--- config.mk ---
export PLATFORM = sky130hd
export DESIGN_NAME = sdpi_top
export DESIGN_NICKNAME = d
export VERILOG_FILES = /design/src/rtl/sdpi_pkg.sv /design/src/rtl/sdpi_map_if.sv /design/src/rtl/sdpi_top.sv /design/src/rtl/sdpi_addr_map.sv
export VERILOG_INCLUDE_DIRS = /design/src /design/src/rtl
export SDC_FILE = /design/constraint.sdc
export NUM_CORES = 1
export LEC_CHECK = 0
export ABC_AREA = 0
export ABC_CLOCK_PERIOD_IN_PS = 5200
export BUFFER_PORTS_ARGS = -buffer_cell sky130_fd_sc_hd__clkbuf_2
export CAP_MARGIN = 40
export CORE_MARGIN = 1.5
export CORE_UTILIZATION = 50
export CTS_BUF_LIST = sky130_fd_sc_hd__clkbuf_2
export DETAILED_ROUTE_END_ITERATION = 6
export GPL_TIMING_DRIVEN = 1
export PLACE_DENSITY = 0.73
export SYNTH_ARGS = -nofsm -noshare
export SYNTH_HDL_FRONTEND = slang
export SYNTH_SLANG_ARGS = --single-unit
--- constraint.sdc ---
create_clock -name core_clk -period 5.2 [get_ports core_clk]
set_input_delay 0.26 -clock core_clk [delete_from_list [all_inputs] [get_ports core_clk]]
set_output_delay 0.26 -clock core_clk [all_outputs]
set_load 0.01 [all_outputs]
--- src/rtl/sdpi_defs.svh ---
`ifndef SDPI_DEFS_SVH
`define SDPI_DEFS_SVH
// Memory clock limit and core rate
`define SDPI_CORE_MHZ 100
`define SDPI_MCLK_MAX_MHZ 100
// Least half period in core cycles, rounded up
`define SDPI_MIN_HALF 4'((`SDPI_CORE_MHZ + 2 * `SDPI_MCLK_MAX_MHZ - 1) / (2 * `SDPI_MCLK_MAX_MHZ))
// Partition window and address pin field
`define SDPI_WINDOW_BITS 26
`define SDPI_PIN_LO 10
`define SDPI_PIN_W 15
`define SDPI_LEGACY_BS0 4'hB
// Command codes as {ras_n, cas_n, we_n}
`define SDPI_CMD_NOP 3'h7
`define SDPI_CMD_ACT 3'h3
`define SDPI_CMD_READ 3'h5
`define SDPI_CMD_WRITE 3'h4
// Timing in memory clock cycles
`define SDPI_TRCD_CLKS 4'h2
`define SDPI_CAS_LAT 4'h2
`define SDPI_TAIL_CLKS 4'h5
`endif

--- src/rtl/sdpi_pkg.sv ---
package sdpi_pkg;
  // Access sequencer states
  typedef enum logic [3:0] {
    ST_IDLE = 4'h1,
    ST_ACT  = 4'h2,
    ST_RCD  = 4'h4,
    ST_XFER = 4'h8
  } sdpi_state_t;
endpackage : sdpi_pkg

--- src/rtl/sdpi_map_if.sv ---
`timescale 1ns/1ps
`default_nettype none
interface sdpi_map_if;
  logic        col_phase;
  logic [12:0] row;
  logic [10:0] col;
  logic [1:0]  bank;
  logic        bank2;
  logic [3:0]  row_bits;
  logic [3:0]  col_bits;
  logic        legacy;
  logic [14:0] pins;
  modport ctrl (output col_phase, row, col, bank, bank2, row_bits, col_bits, legacy,
                input pins);
  modport mapper (input col_phase, row, col, bank, bank2, row_bits, col_bits, legacy,
                  output pins);
endinterface : sdpi_map_if
`default_nettype wire

--- src/rtl/sdpi_top.sv ---
`timescale 1ns/1ps
`default_nettype none
`include "sdpi_defs.svh"
module sdpi_top (
  input  wire logic        core_clk,
  input  wire logic        rst,
  input  wire logic        req_valid,
  output logic             req_ready,
  input  wire logic        req_write,
  input  wire logic [27:0] req_addr,
  input  wire logic [31:0] req_wdata,
  input  wire logic [3:0]  req_byte_en,
  output logic             rsp_valid,
  output logic [31:0]      rsp_rdata,
  input  wire logic [1:0]  pair_wide,
  input  wire logic [1:0]  pair_bank2,
  input  wire logic [7:0]  pair_row_bits,
  input  wire logic [7:0]  pair_col_bits,
  input  wire logic [7:0]  pair_half_period,
  input  wire logic        legacy_map,
  input  wire logic        low_power,
  output logic [1:0]       memory_clock_out,
  output logic             memory_clock_enable,
  output logic [3:0]       partition_select_n,
  output logic [14:0]      memory_address_out,
  output logic             row_strobe_n,
  output logic             column_strobe_n,
  output logic             write_enable_n,
  output logic [3:0]       byte_mask,
  input  wire logic [31:0] memory_data_bus_in,
  output logic [31:0]      memory_data_bus_out,
  output logic             memory_data_bus_oe,
  output logic             transceiver_direction
);
  sdpi_pkg::sdpi_state_t st_r, st_nxt;
  logic [1:0]  fall;
  logic [1:0]  part_r, part_nxt;
  logic        wr_r, wr_nxt, ready_r, ready_nxt, rvalid_r, rvalid_nxt;
  logic        oe_r, oe_nxt, dir_r, dir_nxt, cke_r, cke_nxt;
  logic [12:0] row_r, row_nxt;
  logic [10:0] col_r, col_nxt;
  logic [1:0]  bank_r, bank_nxt;
  logic [31:0] wdata_r, wdata_nxt, rdata_r, rdata_nxt, dout_r, dout_nxt;
  logic [3:0]  be_r, be_nxt, dqm_r, dqm_nxt, cs_n_r, cs_n_nxt, cnt_r, cnt_nxt;
  logic [2:0]  cmd_r, cmd_nxt;
  logic [14:0] addr_r, addr_nxt;
  logic [31:0] md_s1_r, md_s2_r;
  logic        step, wide, rq_wide;
  logic [3:0]  rq_rows, rq_cols;
  logic [24:0] off;
  sdpi_map_if  mi ();

  // Per-pair memory clock divider, enable on falling edge
  for (genvar p = 0; p < 2; p++)
  begin : g_pair
    logic [3:0] cnt_r, cnt_nxt, half;
    logic       clk_r, clk_nxt, wrap;
    always_comb
    begin
      half = (pair_half_period[4*p +: 4] < `SDPI_MIN_HALF) ? `SDPI_MIN_HALF
             : pair_half_period[4*p +: 4];
      wrap = (cnt_r >= half - 4'h1);
      cnt_nxt = wrap ? 4'h0 : cnt_r + 4'h1;
      clk_nxt = wrap ? ~clk_r : clk_r;
    end
    always_ff @(posedge core_clk)
    begin
      if (rst)
      begin
        cnt_r <= 4'h0;
        clk_r <= 1'b0;
      end
      else
      begin
        cnt_r <= cnt_nxt;
        clk_r <= clk_nxt;
      end
    end
    assign fall[p] = wrap & clk_r;
    assign memory_clock_out[p] = clk_r;
  end

  // Two-stage sync of the data pins
  always_ff @(posedge core_clk)
  begin
    md_s1_r <= memory_data_bus_in;
    md_s2_r <= md_s1_r;
  end

  // Geometry of the current partition to the mapper
  assign mi.col_phase = (st_r == sdpi_pkg::ST_RCD);
  assign mi.row       = row_r;
  assign mi.col       = col_r;
  assign mi.bank      = bank_r;
  assign mi.bank2     = pair_bank2[part_r[1]];
  assign mi.row_bits  = pair_row_bits[{part_r[1], 2'h0} +: 4];
  assign mi.col_bits  = pair_col_bits[{part_r[1], 2'h0} +: 4];
  assign mi.legacy    = legacy_map;

  sdpi_addr_map u_map (
    .mi (mi)
  );

  // Request split into column, row and bank within the window
  always_comb
  begin
    rq_wide = pair_wide[req_addr[27]];
    rq_rows = pair_row_bits[{req_addr[27], 2'h0} +: 4];
    rq_cols = pair_col_bits[{req_addr[27], 2'h0} +: 4];
    off = rq_wide ? {1'b0, req_addr[25:2]} : req_addr[25:1];
  end

  // Access sequencer next state
  always_comb
  begin
    st_nxt = st_r;
    part_nxt = part_r;
    wr_nxt = wr_r;
    row_nxt = row_r;
    col_nxt = col_r;
    bank_nxt = bank_r;
    wdata_nxt = wdata_r;
    be_nxt = be_r;
    ready_nxt = ready_r;
    rvalid_nxt = 1'b0;
    rdata_nxt = rdata_r;
    cmd_nxt = cmd_r;
    cs_n_nxt = cs_n_r;
    addr_nxt = addr_r;
    dqm_nxt = dqm_r;
    dout_nxt = dout_r;
    oe_nxt = oe_r;
    dir_nxt = dir_r;
    cnt_nxt = cnt_r;
    cke_nxt = !(low_power && st_r == sdpi_pkg::ST_IDLE);
    step = fall[part_r[1]];
    wide = pair_wide[part_r[1]];
    unique case (st_r)
      sdpi_pkg::ST_IDLE:
      begin
        if (req_valid && ready_r)
        begin
          part_nxt = req_addr[`SDPI_WINDOW_BITS +: 2];
          wr_nxt = req_write;
          col_nxt = 11'(off & ((25'h1 << rq_cols) - 25'h1));
          row_nxt = 13'((off >> rq_cols) & ((25'h1 << rq_rows) - 25'h1));
          // Five-bit sum: 13 rows plus 11 columns overflows four bits
          bank_nxt = 2'(off >> (5'(rq_cols) + 5'(rq_rows))) & {pair_bank2[req_addr[27]], 1'b1};
          wdata_nxt = req_wdata;
          be_nxt = req_byte_en;
          ready_nxt = 1'b0;
          st_nxt = sdpi_pkg::ST_ACT;
        end
        else
          ready_nxt = 1'b1;
      end
      sdpi_pkg::ST_ACT:
      begin
        if (step)
        begin
          cmd_nxt = `SDPI_CMD_ACT;
          cs_n_nxt = ~(4'h1 << part_r);
          addr_nxt = mi.pins;
          cnt_nxt = 4'h1;
          st_nxt = sdpi_pkg::ST_RCD;
        end
      end
      sdpi_pkg::ST_RCD:
      begin
        if (step && cnt_r == `SDPI_TRCD_CLKS)
        begin
          cmd_nxt = wr_r ? `SDPI_CMD_WRITE : `SDPI_CMD_READ;
          cs_n_nxt = ~(4'h1 << part_r);
          addr_nxt = mi.pins;
          dqm_nxt = wr_r ? ~(be_r & {{2{wide}}, 2'h3}) : {{2{~wide}}, 2'h0};
          oe_nxt = wr_r;
          dir_nxt = ~wr_r;
          dout_nxt = wdata_r;
          cnt_nxt = 4'h1;
          st_nxt = sdpi_pkg::ST_XFER;
        end
        else if (step)
        begin
          cmd_nxt = `SDPI_CMD_NOP;
          cs_n_nxt = 4'hF;
          cnt_nxt = cnt_r + 4'h1;
        end
      end
      sdpi_pkg::ST_XFER:
      begin
        if (step)
        begin
          cmd_nxt = `SDPI_CMD_NOP;
          cs_n_nxt = 4'hF;
          oe_nxt = 1'b0;
          dir_nxt = 1'b1;
          cnt_nxt = cnt_r + 4'h1;
          // One step past the latency edge: the pin sync costs two core cycles
          if (!wr_r && cnt_r == `SDPI_CAS_LAT + 4'h1)
          begin
            rdata_nxt = wide ? md_s2_r : {16'h0000, md_s2_r[15:0]};
            rvalid_nxt = 1'b1;
          end
          if (cnt_r == `SDPI_TAIL_CLKS)
          begin
            dqm_nxt = 4'h0;
            ready_nxt = 1'b1;
            st_nxt = sdpi_pkg::ST_IDLE;
          end
        end
      end
    endcase
  end

  // Access sequencer registers
  always_ff @(posedge core_clk)
  begin
    if (rst)
    begin
      st_r <= sdpi_pkg::ST_IDLE;
      part_r <= 2'h0;
      wr_r <= 1'b0;
      row_r <= 13'h0000;
      col_r <= 11'h000;
      bank_r <= 2'h0;
      wdata_r <= 32'h0000_0000;
      be_r <= 4'h0;
      ready_r <= 1'b0;
      rvalid_r <= 1'b0;
      rdata_r <= 32'h0000_0000;
      cmd_r <= `SDPI_CMD_NOP;
      cs_n_r <= 4'hF;
      addr_r <= 15'h0000;
      dqm_r <= 4'h0;
      dout_r <= 32'h0000_0000;
      oe_r <= 1'b0;
      dir_r <= 1'b1;
      cnt_r <= 4'h0;
      cke_r <= 1'b0;
    end
    else
    begin
      st_r <= st_nxt;
      part_r <= part_nxt;
      wr_r <= wr_nxt;
      row_r <= row_nxt;
      col_r <= col_nxt;
      bank_r <= bank_nxt;
      wdata_r <= wdata_nxt;
      be_r <= be_nxt;
      ready_r <= ready_nxt;
      rvalid_r <= rvalid_nxt;
      rdata_r <= rdata_nxt;
      cmd_r <= cmd_nxt;
      cs_n_r <= cs_n_nxt;
      addr_r <= addr_nxt;
      dqm_r <= dqm_nxt;
      dout_r <= dout_nxt;
      oe_r <= oe_nxt;
      dir_r <= dir_nxt;
      cnt_r <= cnt_nxt;
      cke_r <= cke_nxt;
    end
  end

  // Pins straight from the registers
  assign req_ready = ready_r;
  assign rsp_valid = rvalid_r;
  assign rsp_rdata = rdata_r;
  assign memory_clock_enable = cke_r;
  assign partition_select_n = cs_n_r;
  assign memory_address_out = addr_r;
  assign {row_strobe_n, column_strobe_n, write_enable_n} = cmd_r;
  assign byte_mask = dqm_r;
  assign memory_data_bus_out = dout_r;
  assign memory_data_bus_oe = oe_r;
  assign transceiver_direction = dir_r;
endmodule : sdpi_top
`default_nettype wire

--- src/rtl/sdpi_addr_map.sv ---
`timescale 1ns/1ps
`default_nettype none
module sdpi_addr_map (
  sdpi_map_if.mapper mi
);
  logic [12:0] dev_a;
  logic        tall8;

  // Device address: row, or column with auto-precharge on A10
  always_comb
  begin
    if (mi.col_phase)
      dev_a = {1'b0, mi.col[10], 1'b1, mi.col[9:0]};
    else
      dev_a = mi.row;
    tall8 = mi.bank2 && (mi.row_bits == 4'hD) && (mi.col_bits == 4'h8);
  end

  // One pin of the field per iteration
  for (genvar i = 0; i < 15; i++)
  begin : g_pin
    localparam logic [3:0] IDX    = 4'(i);
    // Device bit for this pin, and for a pin shifted up by the bank
    localparam int         BIT    = (i < 13) ? i : 0;
    localparam int         BIT_DN = (i > 0 && i < 14) ? i - 1 : 0;
    always_comb
    begin
      mi.pins[i] = 1'b0;
      if (mi.legacy && !mi.bank2)
      begin
        // Bank fixed at pin 21, device bits 11 and 12 above it
        if (i < 11)
          mi.pins[i] = dev_a[BIT];
        else if (IDX == `SDPI_LEGACY_BS0)
          mi.pins[i] = mi.bank[0];
        else if (i < 14)
          mi.pins[i] = dev_a[BIT_DN];
      end
      else if (mi.legacy && tall8)
      begin
        // Row 12 moves above both banks
        if (i < 12)
          mi.pins[i] = dev_a[BIT];
        else if (i == 12)
          mi.pins[i] = mi.bank[0];
        else if (i == 13)
          mi.pins[i] = mi.bank[1];
        else
          mi.pins[i] = dev_a[12];
      end
      else
      begin
        // Rows from pin 10 upward, banks right above top row
        if (IDX < mi.row_bits)
          mi.pins[i] = dev_a[BIT];
        else if (IDX == mi.row_bits)
          mi.pins[i] = mi.bank[0];
        else if (IDX == mi.row_bits + 4'h1)
          mi.pins[i] = mi.bank2 & mi.bank[1];
      end
    end
  end
endmodule : sdpi_addr_map
`default_nettype wire

-- Word-level counts from Yosys, hierarchy flattened
Index checks and enable logic that the tools add are counted.
- register bits after elaboration: 242
- word-level logic and storage cells: 279
- bits of input ports: 130
- equality and inequality tests: 42
- shift-type cells: 9
- add/subtract/negate cells: 9
- bitwise operators: 15
- order comparisons: 21
- muxes and demuxes: 128
- reductions and logical operators: 29
- operators by type and width (cell ; count):
    $mux W1 ; 94
    $mux W4 ; 17
    $eq A4 B4 Y1 const A ; 14
    $eq A3 B4 Y1 const A ; 8
    $mux W32 ; 1
    $shiftx A8 B4 Y4 ; 4
    $mux W15 ; 2
    $pmux W15 S2 ; 1
    $lt A4 B4 Y1 const A ; 7
    $mux W25 ; 1
    $shr A25 B4 Y13 ; 1
    $shr A25 B5 Y2 ; 1
    $pmux W4 S3 ; 2
    $add A4 B1 Y4 const B ; 4
    $eq A2 B4 Y1 const A ; 4
    $lt A3 B4 Y1 const A ; 4
    $pmux W4 S4 ; 1
    $and A13 B13 Y13 ; 1
    $mux W13 ; 1
    $shl A1 B4 Y13 const A ; 1
    $sub A13 B1 Y13 const B ; 1
    $eq A4 B2 Y1 const B ; 3
    $eq A4 B4 Y1 const B ; 3
    $reduce_and A3 Y1 ; 4
    other kinds (35) ; 73

-- Longest topological paths before layout
- depth after elaboration: 10
- gate-level depth with buffers: 15
- mapped depth without buffers: 11

-- Modules after synthesis
A second synthesis with hierarchy kept.
- cells, all modules: 1355
- area, all modules: 11305.8 um^2
- modules (own cells, without submodules) (module ; sequential area each (um^2) ; times used ; area an instance (um^2) ; cells an instance):
    sdpi_top ; 4844.6 ; 1 ; 10605.2 ; 1257
    sdpi_addr_map ; 0.0 ; 1 ; 700.7 ; 98

-- Least setup slack after synthesis
No wires, ideal clock.
- path kind: input-to-reg
- start: input req_addr[27]
- end: register bank_r[0]
- library setup time: 91 ps
- setup slack: 1893 ps
- stages: 15
- path buffers: 5
- arrival time: 3216 ps
- path through: buf_4 buf_6 mux2i_2 inv_1 buf_2 ha_1 fa_1 clkbuf_1 clkbuf_1 nand3_1 nor2_1 a21oi_1 a311oi_1 a41oi_1 a311oi_1
- word-level cells in the longest chain between the ends: 5
- RTL lines (element ; RTL line ; RTL):
    start, declared ; sdpi_top.sv:10 ; input wire logic [27:0] req_addr,
    branches (longest 3 deep; another with $add A4 B4 Y5) ; - ;
    $shr A25 B5 Y2 * ; sdpi_top.sv:148 ; bank_nxt = 2'(off >> (5'(rq_cols) + 5'(rq_rows))) & {pair_bank2[req_addr[27]], 1'b1};
    $and A2 B2 Y2 * ; sdpi_top.sv:148 ;
    end signal, assigned ; sdpi_top.sv:248 ; bank_r <= bank_nxt;
    end, declared ; sdpi_top.sv:42 ; logic [1:0] bank_r, bank_nxt;
Every way passes the cells marked *. The select of a mux whose other input is x is not followed.
A chain may end at the register's enable or synchronous reset.

-- Worst setup path after layout
- start: input req_addr[27]
- end: register bank_r[1]
- word-level cells in the longest chain between the ends: 5
- RTL lines (element ; RTL line):
    branches (longest 4 deep; another with $add A4 B4 Y5) ; -
    $and A2 B2 Y2 * ; sdpi_top.sv:148
Marks and branches as above.

==> flow_summary.json <==
{
  "numCtsBuffers": 58,
  "fillers": 1917,
  "synth-edff-count": 0,
  "grt_max_degree": 74,
  "totalNegativeSetupSlack_ns": 0,
  "drv_slew": 0,
  "dpl.cell_count": 1834,
  "synth.most_common_cell": "nand2_1",
  "cp_top_family": "buffers and inverters",
  "path_max_fanout": 14,
  "power.switching_mw": 1.31,
  "cp_slowest_stage_delay_ns": 0.63,
  "start_kind": "input port",
  "stdcell_count": 2036,
  "dr.pass1.iters": 6,
  "r2r_start": "st_r[0]$_SDFFE_PP1P_",
  "synthFlopType": "dfxtp_1",
  "intPower_mw": 2.76,
  "final_util_pct": 63.4,
  "antenna_found_initial": 1,
  "grt_util_all_layers_pct": 30.2,
  "period_needed_ns": 4.50,
  "critical_path_class": "input port to register",
  "netlist.area_leader.share_pct": 41.8,
  "drc": 0,
  "drt-initial-drc-count": 984,
  "cts_tree": "built",
  "start_util_pct": 51.0,
  "fin_skew_ns": 0.0633,
  "synthTopCellsByArea": "dfxtp_1, nand2_1, a21oi_1, mux2i_1, nor2_1",
  "gp_congestion": 0.974,
  "worstSkewPairLatency_ns": 0.83,
  "hold_end": "md_s1_r[17]$_DFF_P_",
  "yosys_register_bits": 242,
  "arrival_ns": 5.24,
  "power_density_nw_per_um2": 283,
  "die_y_microns": 155,
  "grt-ovfl-total": 0,
  "r2r-end": "bank_r[1]$_SDFFE_PP0P_",
  "dp_hpwl_microns": 24500,
  "avgViaCountPerCell": 5.84,
  "synth_nets": 1540,
  "switching_share_pct": 32.3,
  "core_sq_um": 22700,
  "synthCells": 1392,
  "drive_above_1_share_pct": 21.5,
  "post_synth.cell_area_avg_sq_um": 8.33,
  "critPathSlowestCell": "fa_1",
  "path_clk_slew_ns": 0.14,
  "end_kind": "register",
  "combPwrFrac_pct": 20.9,
  "leakage_nw": 6.01,
  "routed_wl_microns": 37300,
  "yosysSeqAreaShare_pct": 41.8,
  "holdPathStages": 2,
  "avgRoutedWirePerCell_microns": 18.3,
  "hold_violations": 0,
  "rows": 55,
  "drv_cap": 0,
  "dieArea_sq_um": 24100,
  "yosys_warnings": 0,
  "clock-sinks": 242,
  "grt_pass1_wl_microns": 58600,
  "reg2regPathDepth": 7,
  "cts_buffer_depth": 3,
  "crit_top_cell": "dlygate4sd3_1",
  "rsz0062_at_grt": "false",
  "synth_largest_area_cell": "dfxtp_1",
  "power_mw": 4.07,
  "crit_buf_inv": 6,
  "yosysUniqueCellTypes": 84,
  "die_w_microns": 155,
  "peakVddDrop_v": 0.000250,
  "crit_chain": "dlygate4sd3_1, clkbuf_2, mux2i_2, inv_1, ha_1, fa_1, buf_4, or3_1, o211ai_1, o21ai_0, a32oi_1, nand4_1, nand3_1, dlygate4sd3_1, o31ai_1, dlygate4sd3_1",
  "worst_pin_slew_ns": 1.10,
  "vias": 11893,
  "power_frac_clock_pct": 30.7,
  "status": "finished clean",
  "pin_count": 227,
  "seqPwrFrac_pct": 48.4,
  "relSlewSlack_pct": 26.6,
  "async_flop_share_pct": 0,
  "hp-class": "input port to register",
  "synth_area_sq_um": 11600,
  "setup_viol": 0,
  "areaGrowthSynthToFinish_pct": 24.3,
  "final_area_sq_um": 14400,
  "min-delay-start": "memory_data_bus_in[17]",
  "htree_levels": 2,
  "max_clock_freq_ghz": 0.222,
  "yosys-top-cells-count": "nand2_1, dfxtp_1, a21oi_1",
  "cp_data_required_time_ns": 5.94,
  "finalCritPeriodShare_pct": 86.5,
  "cts_root_buf": "clkbuf_2",
  "dpl_cell_area_sq_um": 12800,
  "ant_nets": 0,
  "first_global_vias": 11259,
  "port_buffers": 225,
  "finalNetCount": 1862,
  "cts-resized-gates": 0,
  "rrSetupSlack_ns": 2.07
}
## flip-flops by register name (all words and copies together), names as in the netlist, 3 cells and up
| signal | flops |
|---|---|
| be_r | 4 |
| md_s2_r | 32 |
| byte_mask | 4 |
| col_r | 11 |
| rsp_rdata | 32 |
| md_s1_r | 32 |
| st_r | 4 |
| cnt_r | 4 |
| mi.row | 13 |
| g_pair.cnt_r | 8 |
| partition_select_n | 4 |
| cmd_r | 3 |
| memory_address_out | 15 |
| memory_data_bus_out | 32 |
| wdata_r | 32 |
## worst max-delay path by stage
| stage | start | to | slack, ns | cells after the start |
|---|---|---|---|---|
| 6_report | req_addr[27] | bank_r[1]$_SDFFE_PP0P_ | 0.70 | 16 |
| 5_1_grt | req_addr[27] | bank_r[1]$_SDFFE_PP0P_ | 0.51 | 16 |
| 4_1_cts | req_addr[27] | bank_r[1]$_SDFFE_PP0P_ | 0.86 | 16 |
| 3_5_place_dp | req_addr[27] | bank_r[1]$_SDFFE_PP0P_ | 1.48 | 10 |
| 3_3_place_gp | req_addr[27] | bank_r[1]$_SDFFE_PP0P_ | 1.47 | 10 |
| 2_1_floorplan | req_addr[27] | bank_r[0]$_SDFFE_PP0P_ | 1.89 | 15 |
## worst register-to-register path, stage by stage, from the launching register on
cell	delay, ns
dfxtp_1	0.47
nor4b_2	0.58
nand3_2	0.17
nor2_2	0.40
nand3_1	0.12
dlygate4sd3_1	0.59
o31ai_1	0.23
dlygate4sd3_1	0.58
## layout make-up
cell class	count	area [sq um]	area share [%]
Clock inverter	18	129	0.895
Tap cell	285	357	2.48
Antenna cell	3	7.51	0.0521
Clock buffer	76	380	2.64
Inverter	32	120	0.834
Multi-Input combinational cell	1026	6190	43.0
Sequential cell	242	4840	33.6
Timing Repair Buffer	354	2380	16.5
## metal layers
| metal | track usage, % | wire, microns |
|---|---|---|
| met2 | 49.3 | 17300 |
| met5 | 0 | 0 |
| met1 | 39.3 | 15900 |
| met3 | 5.63 | 2690 |
| met4 | 12.6 | 1380 |
## kinds of logic (layout without fill, tap and decap cells)
family                     count (synthesis)  in the layout  share of synthesized area (%)
muxes                                     78             78                           7.38
DFF                                      242            242                           41.8
and+or+nand+nor                          532            532                           20.6
xor gates and xnor gates                  16             16                           1.21
buffers and inverters                    124            480                           4.92
adders and majority gates                 18             18                           2.01
other                                      0              3                              0
AOI/OAI and AO/OA                        382            382                           22.1
## layout by cell type (no fill, tap or decap), types with 8 or more instances in the layout
master	count
a22oi_1	10
a21o_1	11
a21oi_1	139
nor2_1	128
o211ai_1	17
clkinv_1	14
buf_4	22
inv_1	31
a211oi_1	13
mux2i_1	62
nand2b_1	14
nand3_1	36
xnor2_1	8
a31oi_1	24
nor3_1	35
nor2b_1	25
a221oi_1	11
o21ai_0	33
o22ai_1	19
ha_1	17
dfxtp_1	242
xor2_1	8
a22o_1	10
dlygate4sd3_1	105
clkbuf_2	300
o32ai_1	8
nand2_1	243
a32oi_1	11
## timing repair
action,4_1_cts,5_1_grt
hold buffers,104,1
endpoints found under the hold margin,92,1
setup buffers,0,0
## power groups by stage
stage	Sequential [mW]	Combinational, mW	Clock (mW)
6_report	1.97	0.850	1.25
2_1_floorplan	1.99	0.533	0
3_3_place_gp	2.01	0.748	0
3_5_place_dp	2.01	0.758	0
4_1_cts	1.97	0.825	1.26
5_1_grt	1.98	0.922	1.38
## stage by stage
stage	hold slack, ns	setup WS, ns
floorplan	0.288	1.89
global placement	0.310	1.47
detailed placement	0.312	1.48
CTS	0.0000178	0.862
global route	0.00395	0.511
finish	0.0720	0.702
Note: power is estimated with default switching activity, not from simulation.
